`config.mk`:
```
export PLATFORM = sky130hd
export DESIGN_NAME = single_pin_debug_port
export DESIGN_NICKNAME = d
export VERILOG_FILES = /design/src/design/dbg_port_pkg.sv /design/src/design/byte_fifo.sv /design/src/design/single_pin_debug_port.sv
export VERILOG_INCLUDE_DIRS = /design/src /design/src/design
export SDC_FILE = /design/constraint.sdc
export NUM_CORES = 1
export LEC_CHECK = 0
export ABC_AREA = 1
export BUFFER_PORTS_ARGS = -buffer_cell sky130_fd_sc_hd__buf_2
export CAP_MARGIN = 20
export CORE_AREA = 2 2 108 110
export CTS_BUF_LIST = sky130_fd_sc_hd__clkbuf_8
export DETAILED_ROUTE_END_ITERATION = 8
export DIE_AREA = 0 0 110 112
export PLACE_DENSITY = 0.7
export SLEW_MARGIN = 20
export SYNTH_ARGS = -nofsm -noshare
export SYNTH_HDL_FRONTEND = slang
export SYNTH_SLANG_ARGS = --single-unit
export TNS_END_PERCENT = 5
```
`constraint.sdc`:
```
create_clock -name ref_clk -period 4.7 [get_ports ref_clk]
set_input_delay 0.94 -clock ref_clk [delete_from_list [all_inputs] [get_ports ref_clk]]
set_output_delay 0.94 -clock ref_clk [all_outputs]
set_load 0.01 [all_outputs]
```
`src/design/dbg_port_regs.svh`:
```
`ifndef DBG_PORT_REGS_SVH
`define DBG_PORT_REGS_SVH

// ==========================================
// link timing and framing
`define DBG_BREAK_CYCLES 16'h1000
`define DBG_BREAK_LAST 16'h0FFF
`define DBG_AB_SHIFT 3
`define DBG_START_BIT 4'h0
`define DBG_LAST_DATA_BIT 4'h8
`define DBG_STOP_BIT 4'h9
`define DBG_CNT_MAX 16'hFFFF

// ==========================================
// structure
`define DBG_BYTE_W 8
`define DBG_CNT_W 16
`define DBG_FIFO_DEPTH 4

`endif

```
`src/design/dbg_port_pkg.sv`:
```
package dbg_port_pkg;

   // ==========================================
   // link state, one-hot
   typedef enum logic [5:0] {
      S_BAUD = 6'h01,
      S_IDLE = 6'h02,
      S_RX = 6'h04,
      S_TX = 6'h08,
      S_BREAK = 6'h10,
      S_WAIT_HIGH = 6'h20
   } link_state_t;

endpackage : dbg_port_pkg

```
`src/design/byte_fifo.sv`:
```
`timescale 1ns/1ps

module byte_fifo #(
   parameter int W = 8,
   parameter int DEPTH = 4
) (
   input wire logic ref_clk,
   input wire logic rst,
   input wire logic [W-1:0] in_data,
   input wire logic in_valid,
   output logic in_ready,
   output logic [W-1:0] out_data,
   output logic out_valid,
   input wire logic out_ready
);
   localparam int AW = (DEPTH > 1) ? $clog2(DEPTH) : 1;
   localparam logic [AW:0] FULL = (AW + 1)'(DEPTH);
   localparam logic [AW-1:0] LAST = AW'(DEPTH - 1);

   logic [W-1:0] mem_q [DEPTH];
   logic [W-1:0] mem_d [DEPTH];
   logic [AW-1:0] wr_q, wr_d, rd_q, rd_d;
   logic [AW:0] cnt_q, cnt_d;
   logic push, pop;

   assign in_ready = (cnt_q != FULL);
   // head word and its valid are registered, so out_data and out_valid come from flops
   logic [W-1:0] out_data_q;
   logic out_valid_q;

   assign out_valid = out_valid_q;
   assign out_data = out_data_q;
   assign push = in_valid && in_ready;
   assign pop = out_valid && out_ready;

   // ==========================================
   // storage
   genvar g;
   generate
      for (g = 0; g < DEPTH; g++) begin : g_slot
         always_comb begin
            mem_d[g] = (push && wr_q == AW'(g)) ? in_data : mem_q[g];
         end
         always_ff @(posedge ref_clk) begin
            mem_q[g] <= mem_d[g];
         end
      end
   endgenerate

   // ==========================================
   // pointers
   always_comb begin
      wr_d = wr_q;
      rd_d = rd_q;
      cnt_d = cnt_q;
      if (push) begin
         wr_d = (wr_q == LAST) ? '0 : wr_q + 1'b1;
      end
      if (pop) begin
         rd_d = (rd_q == LAST) ? '0 : rd_q + 1'b1;
      end
      if (push && !pop) begin
         cnt_d = cnt_q + 1'b1;
      end else if (pop && !push) begin
         cnt_d = cnt_q - 1'b1;
      end
   end

   always_ff @(posedge ref_clk) begin
      if (rst) begin
         wr_q <= '0;
         rd_q <= '0;
         cnt_q <= '0;
         out_valid_q <= 1'b0;
         out_data_q <= '0;
      end else begin
         wr_q <= wr_d;
         rd_q <= rd_d;
         cnt_q <= cnt_d;
         out_valid_q <= (cnt_d != '0);
         out_data_q <= mem_d[rd_d];
      end
   end

   property p_fifo_count;
      @(posedge ref_clk) disable iff (rst)
      (push && !pop) |=> (cnt_q == $past(cnt_q) + 1'b1);
   endproperty
   a_fifo_count: assert property (p_fifo_count) else $error("fifo count did not rise on push");

endmodule : byte_fifo

```
`src/design/single_pin_debug_port.sv`:
```
`timescale 1ns/1ps
`include "dbg_port_regs.svh"

module single_pin_debug_port (
   input wire logic ref_clk,
   input wire logic rst,
   input wire logic debug_serial_pin_in,
   output logic debug_serial_pin_out,
   output logic debug_serial_pin_oe,
   output logic [`DBG_BYTE_W-1:0] cmd_data,
   output logic cmd_valid,
   input wire logic cmd_ready,
   input wire logic [`DBG_BYTE_W-1:0] rsp_data,
   input wire logic rsp_valid,
   output logic rsp_ready,
   output logic cmd_abort,
   input wire logic debug_enter,
   input wire logic debug_exit,
   input wire logic stop_mode,
   input wire logic halt_mode,
   input wire logic wdt_enabled,
   output logic cpu_fetch_stop,
   output logic sys_clk_run,
   output logic periph_run,
   output logic halt_exit,
   output logic wdt_refresh
);
   dbg_port_pkg::link_state_t state_q, state_d;
   logic [`DBG_CNT_W-1:0] cnt_q, cnt_d, bit_q, bit_d;
   logic [3:0] bitn_q, bitn_d;
   logic [`DBG_BYTE_W-1:0] shreg_q, shreg_d;
   logic oe_q, oe_d, rsp_ready_q, rsp_ready_d, abort_q, abort_d;
   logic push, err, fifo_in_ready, pin;
   logic was_rst_q, debug_q, debug_d;
   logic clk_run_q, periph_q, halt_exit_q, wdt_q;

   assign pin = debug_serial_pin_in;
   assign debug_serial_pin_out = 1'b0;
   assign debug_serial_pin_oe = oe_q;
   assign rsp_ready = rsp_ready_q;
   assign cmd_abort = abort_q;

   // ==========================================
   // received bytes toward the debug controller
   byte_fifo #(
      .W(`DBG_BYTE_W),
      .DEPTH(`DBG_FIFO_DEPTH)
   ) u_cmd_fifo (
      .ref_clk(ref_clk),
      .rst(rst),
      .in_data(shreg_q),
      .in_valid(push),
      .in_ready(fifo_in_ready),
      .out_data(cmd_data),
      .out_valid(cmd_valid),
      .out_ready(cmd_ready)
   );

   // ==========================================
   // link: autobaud, receiver, transmitter, break
   always_comb begin
      state_d = state_q;
      cnt_d = cnt_q;
      bit_d = bit_q;
      bitn_d = bitn_q;
      shreg_d = shreg_q;
      oe_d = 1'b0;
      push = 1'b0;
      err = 1'b0;
      abort_d = 1'b0;
      case (state_q)
         dbg_port_pkg::S_BAUD: begin
            if (!pin) begin
               cnt_d = (cnt_q == `DBG_CNT_MAX) ? cnt_q : cnt_q + 1'b1;
            end else if (cnt_q != '0) begin
               // eight low bit times measured
               bit_d = cnt_q >> `DBG_AB_SHIFT;
               if (bit_d == '0) begin
                  bit_d = `DBG_CNT_W'(1);
               end
               cnt_d = '0;
               state_d = dbg_port_pkg::S_IDLE;
            end
         end
         dbg_port_pkg::S_IDLE: begin
            // receive waits for room, which stalls the receiver
            if (!pin && fifo_in_ready) begin
               state_d = dbg_port_pkg::S_RX;
               cnt_d = bit_q >> 1;
               bitn_d = `DBG_START_BIT;
            end else if (pin && rsp_valid && rsp_ready_q) begin
               state_d = dbg_port_pkg::S_TX;
               shreg_d = rsp_data;
               cnt_d = bit_q - 1'b1;
               bitn_d = `DBG_START_BIT;
               oe_d = 1'b1;
            end
         end
         dbg_port_pkg::S_RX: begin
            if (cnt_q != '0) begin
               cnt_d = cnt_q - 1'b1;
            end else begin
               cnt_d = bit_q - 1'b1;
               bitn_d = bitn_q + 1'b1;
               if (bitn_q == `DBG_START_BIT) begin
                  if (pin) begin
                     state_d = dbg_port_pkg::S_IDLE;
                  end
               end else if (bitn_q <= `DBG_LAST_DATA_BIT) begin
                  shreg_d = {pin, shreg_q[`DBG_BYTE_W-1:1]};
               end else if (!pin) begin
                  err = 1'b1;
               end else begin
                  push = 1'b1;
                  state_d = dbg_port_pkg::S_IDLE;
               end
            end
         end
         dbg_port_pkg::S_TX: begin
            if (!oe_q && !pin) begin
               err = 1'b1;
            end else if (cnt_q != '0) begin
               cnt_d = cnt_q - 1'b1;
               oe_d = oe_q;
            end else begin
               cnt_d = bit_q - 1'b1;
               bitn_d = bitn_q + 1'b1;
               if (bitn_q == `DBG_STOP_BIT) begin
                  state_d = dbg_port_pkg::S_IDLE;
               end else if (bitn_q != `DBG_LAST_DATA_BIT) begin
                  oe_d = !shreg_q[0];
                  shreg_d = shreg_q >> 1;
               end
            end
         end
         dbg_port_pkg::S_BREAK: begin
            if (cnt_q == `DBG_BREAK_LAST) begin
               state_d = dbg_port_pkg::S_WAIT_HIGH;
               cnt_d = '0;
            end else begin
               oe_d = 1'b1;
               cnt_d = cnt_q + 1'b1;
            end
         end
         dbg_port_pkg::S_WAIT_HIGH: begin
            if (pin) begin
               state_d = dbg_port_pkg::S_BAUD;
               cnt_d = '0;
            end
         end
         default: begin
            state_d = dbg_port_pkg::S_WAIT_HIGH;
            cnt_d = '0;
         end
      endcase
      if (err) begin
         state_d = dbg_port_pkg::S_BREAK;
         cnt_d = '0;
         oe_d = 1'b1;
         abort_d = 1'b1;
      end
      rsp_ready_d = (state_d == dbg_port_pkg::S_IDLE);
   end

   always_ff @(posedge ref_clk) begin
      if (rst) begin
         state_q <= dbg_port_pkg::S_WAIT_HIGH;
         cnt_q <= '0;
         bit_q <= `DBG_CNT_W'(1);
         bitn_q <= '0;
         shreg_q <= '0;
         oe_q <= 1'b0;
         rsp_ready_q <= 1'b0;
         abort_q <= 1'b0;
      end else begin
         state_q <= state_d;
         cnt_q <= cnt_d;
         bit_q <= bit_d;
         bitn_q <= bitn_d;
         shreg_q <= shreg_d;
         oe_q <= oe_d;
         rsp_ready_q <= rsp_ready_d;
         abort_q <= abort_d;
      end
   end

   // ==========================================
   // debug controller
   always_comb begin
      debug_d = debug_q;
      if (was_rst_q && !pin) begin
         debug_d = 1'b1;
      end else if (debug_enter) begin
         debug_d = 1'b1;
      end else if (debug_exit) begin
         debug_d = 1'b0;
      end
   end

   always_ff @(posedge ref_clk) begin
      if (rst) begin
         was_rst_q <= 1'b1;
         debug_q <= 1'b0;
         clk_run_q <= 1'b1;
         periph_q <= 1'b1;
         halt_exit_q <= 1'b0;
         wdt_q <= 1'b0;
      end else begin
         was_rst_q <= 1'b0;
         debug_q <= debug_d;
         clk_run_q <= !stop_mode;
         periph_q <= !stop_mode;
         halt_exit_q <= debug_d && halt_mode;
         wdt_q <= debug_d && wdt_enabled;
      end
   end

   assign cpu_fetch_stop = debug_q;
   assign sys_clk_run = clk_run_q;
   assign periph_run = periph_q;
   assign halt_exit = halt_exit_q;
   assign wdt_refresh = wdt_q;

   // ==========================================
   // checks
   property p_idle_released;
      @(posedge ref_clk) disable iff (rst)
      (state_q == dbg_port_pkg::S_IDLE || state_q == dbg_port_pkg::S_BAUD) |-> !oe_q;
   endproperty
   a_idle_released: assert property (p_idle_released) else $error("line driven while idle");

   property p_no_rx_in_tx;
      @(posedge ref_clk) disable iff (rst)
      (state_q == dbg_port_pkg::S_TX) |-> !push;
   endproperty
   a_no_rx_in_tx: assert property (p_no_rx_in_tx) else $error("byte received while sending");

   property p_start_bit;
      @(posedge ref_clk) disable iff (rst)
      (state_q == dbg_port_pkg::S_IDLE && pin && rsp_valid && rsp_ready_q)
         |=> oe_q && state_q == dbg_port_pkg::S_TX && bitn_q == `DBG_START_BIT;
   endproperty
   a_start_bit: assert property (p_start_bit) else $error("start bit not driven low");

   property p_strap;
      @(posedge ref_clk) disable iff (rst)
      (was_rst_q && !pin) |=> cpu_fetch_stop;
   endproperty
   a_strap: assert property (p_strap) else $error("strap low did not enter debug");

   property p_wdt;
      @(posedge ref_clk) disable iff (rst)
      $past(was_rst_q) == 1'b0 |-> wdt_refresh == (cpu_fetch_stop && $past(wdt_enabled));
   endproperty
   a_wdt: assert property (p_wdt) else $error("watchdog refresh wrong");

   property p_halt;
      @(posedge ref_clk) disable iff (rst)
      (debug_q && halt_mode && !debug_exit) |=> halt_exit;
   endproperty
   a_halt: assert property (p_halt) else $error("halt not left in debug");

   property p_clk_run;
      @(posedge ref_clk) disable iff (rst)
      !stop_mode |=> sys_clk_run;
   endproperty
   a_clk_run: assert property (p_clk_run) else $error("clock stopped outside deep stop");

   property p_periph;
      @(posedge ref_clk) disable iff (rst)
      stop_mode |=> !periph_run;
   endproperty
   a_periph: assert property (p_periph) else $error("peripherals run in deep stop");

   property p_frame_err;
      @(posedge ref_clk) disable iff (rst)
      (state_q == dbg_port_pkg::S_RX && cnt_q == '0 && bitn_q == `DBG_STOP_BIT && !pin)
         |=> oe_q && cmd_abort ##1 oe_q [*8];
   endproperty
   a_frame_err: assert property (p_frame_err) else $error("framing error gave no break");

endmodule : single_pin_debug_port

```
==> results.tsv, run 1 <==
metric	value	unit
share of post-route cells with drive strength above 1	9.64	%
GR Overflow Total	0	
clock slew at reported path FFs	0.10	ns
CP required	4.96	ns
Post-Syn Nets	932	
fin nets	941	
min Tclk post-route	2.73	ns
height of the die	112	um
post-cts resize count	0	
# IOs	36	
hpwl dp	11100	um
Filler Cell Count	1153	
Area Overhead vs Synth	4.80	%
vias in the first global route	5219	
gr usage total	24.9	%
most common library cells after synthesis	nand2_1, nand3_1, dfxtp_1	
root buffer cell	clkbuf_8	
Die X	110	um
Std-Cell Rows	39	
Hold/Removal Path Class	reg -> reg	
Seq/Total Area, Yosys	34.5	%
Slew HR	46.8	%
Ant. Diodes	0	
Detailed Route WL	14600	um
Pleak	0.00298	uW
clk buf depth	2	
post-synth top area cell	dfxtp_1	
global-route wire length before repair	24400	um
Slew Viols, Final	0	
Post-CTS Hold Buffers	0	
top cells by area, synth	dfxtp_1, nand2_1, nand3_1	
largest net degree at the start of global routing	32	
CP Max Fanout	16	
Inserted Clock Buffers	9	
wire per inst	13.9	um
fin crit share	58.0	%
DR vias/cell	5.43	
initial antenna violation count	0	
FF-to-FF End	bit_q[3]	
total chip power	1810	uW
Worst Hold End	u_cmd_fifo.mem_q[1][5]	
hold_sp	u_cmd_fifo.mem_q[1][5]	
DRT iter0 DRCs	524	
Placer Congestion	0.933	
Synth Area per Inst	6.64	um2
WP data arrival	2.98	ns
setup violators final	0	
Hold Crit Depth	2	
Critical Path Slowest Stage Cell	nor2_1	
Pre-antenna DRT Iters	5	
Sequential Area	2060	um2
post-synthesis register bit count	103	
Post-Place Setup Slack	1.62	ns
Synth Warn #	0	
FFs w/ async S/R, synth	0	%
core region area	11200	um2
most frequent cell on the critical path	nand2_1	
count leader, synth	nand2_1	
pwr/cell area	290	nW/um2
Critical Path Max Stage Delay	0.62	ns
CP Capture Type	flop	
Setup Buffers After CTS	0	
via count	5734	
multi-input logic area	3300	um2
setup slack after layout	1.97	ns
Worst R2R Setup Slack	1.97	ns
clk sinks	103	
CTS tree	built	
die area	12300	um2
maximum vdd drop	0.000282	V
Clock Skew	0.00910	ns
Startpoint Class	flop	
predominant post-synthesis flop cell	dfxtp_1	
Core Util, Final	56.0	%
Hold Fails Final Rpt	0	
Setup TNS	0	ns
Post-synth EDFFs	0	
Max-Cap Viols	0	
Antenna Nets Post-Route	0	
# H-tree levels	3	
Buffers on Ports	34	
Synth Instances	899	
reg2reg path depth	10	
WHS	0.450	ns
drt drc	0	
Initial Util	53.4	%
Worst-Skew Late Latency	0.38	ns
Mapped Area	5970	um2
Max Freq	367	MHz
WS Path Type	reg -> reg	
r2r startpoint	cnt_q[1]	
RSZ-0062 raised after global routing	false	
crit-path cells	inv_1, ha_1, nand2_1, nor2_1, nand2_1, nand2_1, nor2_1, inv_1, o21ai_0, a21oi_1	
status	completed	
actual slew at the worst max-slew pin	0.796	ns
top cell type's share of synthesized area	34.5	%
count of cell types in the netlist	40	
-- area by class of cell --
class | count | share of cell area (%)
multi-input combinational | 664 | 52.8
sequential | 103 | 33.0
inverter | 95 | 5.70
tap | 143 | 2.86
timing repair buffer | 35 | 2.84
clock buffer | 9 | 1.98
clock inverter | 7 | 0.820
-- where the power goes --
| group | switching [uW] | leakage (uW) | internal, uW |
|---|---|---|---|
| clock | 318 | 0.0000899 | 194 |
| combinational | 230 | 0.00206 | 131 |
| sequential | 23.1 | 0.000834 | 915 |
| total | 571 | 0.00298 | 1240 |
-- state kept, by name, summed over array words and instances, names as in the netlist, 2 cells and up --
name	cells
u_cmd_fifo.cnt_q	3
u_cmd_fifo.rd_q	2
u_cmd_fifo.out_data	8
u_cmd_fifo.mem_q	32
shreg_q	8
cnt_q	16
u_cmd_fifo.wr_q	2
state_q	6
bit_q	13
bitn_q	4
-- critical path: cells and delay by family, from the launching register on --
| family | cells | cell delay, ns |
|---|---|---|
| and+or+nand+nor | 5 | 1.09 |
| adders and majority gates | 1 | 0.18 |
| AOI/OAI and AO/OA | 2 | 0.35 |
| buffers and inverters | 2 | 0.56 |
| DFF | 1 | 0.41 |
-- through the flow --
step | cells | instance area, um2
final | 1056 | 6250
after detailed placement | 1040 | 6080
after CTS | 1056 | 6250
after global routing | 1056 | 6250
after floorplan | 899 | 5970
after global placement | 1040 | 6080
-- worst max path at each step --
stage / startpoint / end / slack, ns
2_1_floorplan: debug_serial_pin_in / cnt_q[12] / 2.51
3_3_place_gp: cmd_ready / u_cmd_fifo.out_data[5] / 1.72
3_5_place_dp: cmd_ready / u_cmd_fifo.out_data[1] / 1.62
4_1_cts: cnt_q[0] / bit_q[3] / 2.00
5_1_grt: cnt_q[1] / bit_q[1] / 1.64
6_report: cnt_q[1] / bit_q[3] / 1.97
-- cell usage in the layout, fill, tap and decap left out, types with 2 or more instances in the layout --
| cell | n |
|---|---|
| a211oi_1 | 2 |
| a21oi_1 | 55 |
| a22oi_1 | 2 |
| a31oi_1 | 2 |
| buf_2 | 34 |
| clkbuf_8 | 9 |
| clkinv_1 | 2 |
| clkinv_4 | 2 |
| clkinvlp_4 | 2 |
| dfxtp_1 | 103 |
| ha_1 | 15 |
| inv_1 | 91 |
| inv_2 | 4 |
| nand2_1 | 244 |
| nand2_2 | 7 |
| nand2_4 | 3 |
| nand3_1 | 117 |
| nand3b_1 | 2 |
| nand4_1 | 14 |
| nor2_1 | 80 |
| nor2_2 | 9 |
| nor2_4 | 6 |
| nor2_8 | 2 |
| nor3_1 | 10 |
| o211ai_1 | 9 |
| o21ai_0 | 53 |
| o21ai_2 | 2 |
| o22ai_1 | 2 |
| o31ai_1 | 2 |
| or2_2 | 2 |
| xor2_1 | 15 |
-- layer usage --
metal | track usage [%] | wire, um
met4 | 9.37 | 414
met3 | 5.62 | 811
met1 | 32.5 | 6730
met2 | 39.8 | 6690
met5 | 0 | 0
-- cells by family after synthesis --
group                      count (synthesis)  share of synthesized area, %
AOI/OAI and AO/OA                        133                          12.2
xor gates and xnor gates                  15                          2.20
buffers and inverters                    132                          10.1
other                                      1                        0.0628
DFF                                      103                          34.5
adders and majority gates                 15                          3.14
and+or+nand+nor                          500                          37.7
Power figures use the tool's default switching activity.
==> inputs of run 2 (changes only) <==
==> constraint.sdc (replaced) <==
create_clock -name ref_clk -period 2.6 [get_ports ref_clk]
set_input_delay 0.52 -clock ref_clk [delete_from_list [all_inputs] [get_ports ref_clk]]
set_output_delay 0.52 -clock ref_clk [all_outputs]
set_load 0.01 [all_outputs]
==> results.tsv, run 2 (synthesis results as in run 1) <==
metric	value	unit	change
status	completed		unchanged
wire per inst	14.3	um	was 13.9 um
Post-CTS Hold Buffers	0		unchanged
core region area	11200	um2	unchanged
Switching Fraction	31.9	%	was 31.5%
largest net degree at the start of global routing	22		was 32
setup violators final	0		unchanged
gr usage total	26.2	%	was 24.9%
post-placement cell area	6160	um2	was 6080 um2
Int Pwr	2390	uW	was 1240 uW
Clock Skew	0.0180	ns	was 0.00910 ns
actual slew at the worst max-slew pin	0.547	ns	was 0.796 ns
CP Max Fanout	14		was 16
Design Area, Final	6380	um2	was 6250 um2
Largest regs	u_cmd_fifo.mem_q x32, cnt_q x16, bit_q x13		unchanged
Sw Pwr	1120	uW	was 571 uW
vias in the first global route	5259		was 5219
fin nets	952		was 941
max reg flops	32		unchanged
Inserted Clock Buffers	9		unchanged
CP Capture Type	flop		unchanged
Placer Congestion	0.944		was 0.933
maximum vdd drop	0.000710	V	was 0.000282 V
post-cts resize count	0		unchanged
min Tclk post-route	2.22	ns	was 2.73 ns
fin crit share	85.5	%	was 58.0%
global-route wire length before repair	25600	um	was 24400 um
# H-tree levels	3		unchanged
Area Overhead vs Synth	6.92	%	was 4.80%
CTS tree	built		unchanged
Clk network pwr share	32.0	%	was 28.3%
WS Path Type	reg -> reg		unchanged
Die X	110	um	unchanged
Hold/Removal Path Class	in -> reg		was reg -> reg
height of the die	112	um	unchanged
Max-Cap Viols	0		unchanged
DR vias/cell	5.43		about the same
pwr/cell area	551	nW/um2	was 290 nW/um2
Filler Cell Count	1140		was 1153
WP data arrival	2.51	ns	was 2.98 ns
Ant. Diodes	0		unchanged
leading cell types in the layout, fill and taps excluded	nand2_1, nand3_1, dfxtp_1, inv_1, nor2_1		unchanged
Core Util, Final	57.1	%	was 56.0%
clk buf depth	2		unchanged
Sequential Area	2060	um2	unchanged
RSZ-0062 raised after global routing	false		unchanged
Setup TNS	0	ns	unchanged
Startpoint Class	flop		unchanged
share of post-route cells with drive strength above 1	10.9	%	was 9.64%
Slew Viols, Final	0		unchanged
hpwl dp	11400	um	was 11100 um
Antenna Nets Post-Route	0		unchanged
clk sinks	103		unchanged
multi-input logic area	3300	um2	unchanged
die area	12300	um2	unchanged
CP required	2.88	ns	was 4.96 ns
Slew HR	63.3	%	was 46.8%
DRT iter0 DRCs	486		was 524
commonest non-fill, non-tap cell in the layout	nand2_1		unchanged
Std-Cell Rows	39		unchanged
drt drc	0		unchanged
via count	5792		was 5734
Pleak	0.00306	uW	was 0.00298 uW
# IOs	36		unchanged
Buffers on Ports	34		unchanged
Largest Register	u_cmd_fifo.mem_q		unchanged
Comb pwr share	19.8	%	was 19.9%
initial antenna violation count	0		unchanged
clock slew at reported path FFs	0.11	ns	was 0.10 ns
sequential share of power	48.2	%	was 51.8%
Pre-antenna DRT Iters	5		unchanged
Initial Util	53.4	%	unchanged
root buffer cell	clkbuf_8		unchanged
Hold Fails Final Rpt	0		unchanged
Max Freq	450	MHz	was 367 MHz
Worst-Skew Late Latency	0.40	ns	was 0.38 ns
GR Overflow Total	0		unchanged
Setup Buffers After CTS	0		unchanged
Detailed Route WL	15200	um	was 14600 um
## run 2: cell types whose count changed in the layout (fill, tap and decap cells not counted), sizes merged
cell	before	now
buf	35	46
bufinv	0	1
clkinv	4	3
clkinvlp	2	0
inv	96	98
## run 2: per-stage QoR
step / worst slack (ns) / power, uW / cells / hold slack, ns
floorplan: 0.798 / 2220 / 899 / 0.414
global placement: 0.314 / 2420 / 1051 / 0.424
detailed placement: 0.323 / 2430 / 1051 / 0.429
CTS: 0.377 / 3540 / 1067 / 0.264
global route: 0.114 / 3720 / 1067 / 0.271
finish: 0.377 / 3510 / 1067 / 0.277
## run 2: power by group through the flow
stage	Clock (uW)	Combinational [uW]	Sequential [uW]
finish	1120	696	1690
global route	1220	800	1700
CTS	1150	699	1690
detailed placement	0	697	1730
global placement	0	693	1730
floorplan	0	471	1740
## run 2: final timing paths
path / startpoint / end / slack (ns) / cells past startpoint
worst min-delay path: stop_mode / periph_run / 0.28 / 2
worst max-delay path: bitn_q[0] / u_cmd_fifo.out_valid / 0.38 / 13
worst max register to register: bitn_q[0] / u_cmd_fifo.out_valid / 0.38 / 13
worst min register to register: u_cmd_fifo.mem_q[1][1] / u_cmd_fifo.mem_q[1][1] / 0.45 / 2
## run 2: metal layers
| metal | track usage (%) | part of all wire [%] |
|---|---|---|
| met1 | 35.2 | 46 |
| met2 | 41.0 | 46 |
| met3 | 6.73 | 6.4 |
| met4 | 8.02 | 2.2 |
| met5 | 0 | 0 |
## run 2: cell type report
class	instances	area share (%)
Multi-Input combinational cell	664	51.8
Timing Repair Buffer	46	4.08
Clock inverter	7	1.49
Clock buffer	9	1.94
Tap cell	143	2.80
Inverter	95	5.59
Sequential cell	103	32.3
## run 2: critical path: stages, from the launching register on
cell     delay, ns
dfxtp_1       0.43
inv_1         0.08
ha_1          0.23
nand2_1       0.07
nand2_1       0.10
inv_1         0.12
nand3_2       0.10
nor2_4        0.22
buf_4         0.24
nand2_1       0.11
nand2_1       0.12
a21oi_1       0.07
o21ai_0       0.12
nand3_1       0.11
==> inputs of run 3 (changes only) <==
==> constraint.sdc (replaced) <==
create_clock -name ref_clk -period 2.54 [get_ports ref_clk]
set_input_delay 0.508 -clock ref_clk [delete_from_list [all_inputs] [get_ports ref_clk]]
set_output_delay 0.508 -clock ref_clk [all_outputs]
set_load 0.01 [all_outputs]
==> results.tsv, run 3 (synthesis results as in run 1) <==
metric	value	unit	change
setup violators final	0		unchanged
Largest regs	u_cmd_fifo.mem_q x32, cnt_q x16, bit_q x13		unchanged
# IOs	36		unchanged
Ant. Diodes	0		unchanged
DR vias/cell	5.33		was 5.43
CP Capture Type	flop		unchanged
Placer Congestion	0.926		was 0.944
Filler Cell Count	1095		was 1140
Buffers on Ports	34		unchanged
leading cell types in the layout, fill and taps excluded	nand2_1, nand3_1, dfxtp_1, inv_1, nor2_1		unchanged
GR Overflow Total	0		unchanged
WP data arrival	2.55	ns	was 2.51 ns
Max Freq	441	MHz	was 450 MHz
initial antenna violation count	0		unchanged
share of post-route cells with drive strength above 1	11.7	%	was 10.9%
wire per inst	13.9	um	was 14.3 um
largest net degree at the start of global routing	20		was 22
crit path launch	cnt_q[0]		was bitn_q[0]
CP Max Fanout	17		was 14
core region area	11200	um2	unchanged
Setup Buffers After CTS	0		unchanged
hold_sp	stop_mode		unchanged
Placed Cells incl. Taps	1057		was 1051
vias in the first global route	5104		was 5259
Critical Path Slowest Stage Cell	nor2_4		was dfxtp_1
Core Util, Final	57.7	%	was 57.1%
CP bufs+invs	2		was 3
actual slew at the worst max-slew pin	0.590	ns	was 0.547 ns
Largest Register	u_cmd_fifo.mem_q		unchanged
Initial Util	53.4	%	unchanged
setup slack after layout	0.274	ns	was 0.377 ns
global-route wire length before repair	24700	um	was 25600 um
r2r startpoint	cnt_q[0]		was bitn_q[0]
fin nets	958		was 952
pwr/cell area	567	nW/um2	was 551 nW/um2
clk buf depth	2		unchanged
Slew Viols, Final	0		unchanged
hpwl dp	11200	um	was 11400 um
gr usage total	25.4	%	was 26.2%
max reg flops	32		unchanged
CP delay by family, top	simple AND/OR/NAND/NOR gates		unchanged
CP required	2.82	ns	was 2.88 ns
Setup TNS	0	ns	unchanged
min Tclk post-route	2.27	ns	was 2.22 ns
Die X	110	um	unchanged
status	completed		unchanged
fin crit share	89.2	%	was 85.5%
root buffer cell	clkbuf_8		unchanged
Clock Skew	0.0140	ns	was 0.0180 ns
commonest non-fill, non-tap cell in the layout	nand2_1		unchanged
Critical Path Max Stage Delay	0.35	ns	was 0.43 ns
Area Overhead vs Synth	8.03	%	was 6.92%
Startpoint Class	flop		unchanged
Finished Layout Cells	1073		was 1067
maximum vdd drop	0.000459	V	was 0.000710 V
drt drc	0		unchanged
Slew HR	60.4	%	was 63.3%
crit-path cells	inv_1, ha_1, nand2_1, nor2_4, nand3_4, nor2_4, buf_4, nand2_1, nand2_1, a21oi_1, o21ai_0, nand3_1		was inv_1, ha_1, nand2_1, nand2_1, inv_1, nand3_2, nor2_4, buf_4, nand2_1, nand2_1, a21oi_1, o21ai_0, nand3_1
WS Path Type	reg -> reg		unchanged
Max-Cap Viols	0		unchanged
Antenna Nets Post-Route	0		unchanged
Pre-antenna DRT Iters	7		was 5
via count	5717		was 5792
Post-Place Setup Slack	0.234	ns	was 0.323 ns
DRT iter0 DRCs	425		was 486
clock slew at reported path FFs	0.10	ns	was 0.11 ns
# H-tree levels	3		unchanged
Hold Fails Final Rpt	0		unchanged
Inserted Clock Buffers	9		unchanged
Pleak	0.00310	uW	was 0.00306 uW
Worst-Skew Late Latency	0.40	ns	about the same
Hold/Removal Path Class	in -> reg		unchanged
CTS tree	built		unchanged
clk sinks	103		unchanged
RSZ-0062 raised after global routing	false		unchanged
height of the die	112	um	unchanged
Detailed Route WL	14900	um	was 15200 um
most frequent cell on the critical path	nand2_1		unchanged
Std-Cell Rows	39		unchanged
die area	12300	um2	unchanged
-- run 3: worst register-to-register path: stages, from the launching register on --
cell	delay, ns
dfxtp_1	0.34
inv_1	0.15
ha_1	0.17
nand2_1	0.12
nor2_4	0.19
nand3_4	0.10
nor2_4	0.35
buf_4	0.24
nand2_1	0.09
nand2_1	0.12
a21oi_1	0.07
o21ai_0	0.13
nand3_1	0.10
-- run 3: layout make-up --
class	instances	area, um2	share of cell area, %
inverter	95	357	5.53
timing repair buffer	52	305	4.74
sequential	103	2060	32.0
clock buffer	10	138	2.13
multi-input combinational	664	3310	51.3
clock inverter	6	97.6	1.51
tap	143	179	2.78
-- run 3: power by group --
group          total, uW  internal, uW  switching, uW  leakage, uW
clock               1220           600            621     0.000120
combinational        707           260            447      0.00215
sequential          1730          1690           35.0     0.000834
total               3660          2550           1100      0.00310
-- run 3: repair_timing --
action	4_1_cts	5_1_grt
setup endpoints to repair	0	8
hold buffers	0	0
gates resized for setup	0	2
-- run 3: path summary, 6_finish.rpt --
path	endpoint	slack (ns)	cells past startpoint
worst max-delay path	u_cmd_fifo.out_valid	0.27	12
worst min-delay path	periph_run	0.27	2
worst max register to register	u_cmd_fifo.out_valid	0.27	12
worst min register to register	u_cmd_fifo.mem_q[3][1]	0.45	2
-- run 3: metal layers --
layer,global-route usage (%),wire length (um)
met1,34.0,6970
met2,40.8,6940
met3,5.44,817
met4,7.34,189
met5,0,0
-- run 3: per-stage QoR --
| stage | instance area (um2) | hold WS [ns] | power, uW |
|---|---|---|---|
| global placement | 6210 | 0.425 | 2470 |
| finish | 6450 | 0.269 | 3660 |
| global route | 6450 | 0.260 | 3850 |
| detailed placement | 6210 | 0.427 | 2470 |
| floorplan | 5970 | 0.414 | 2270 |
| CTS | 6440 | 0.250 | 3700 |
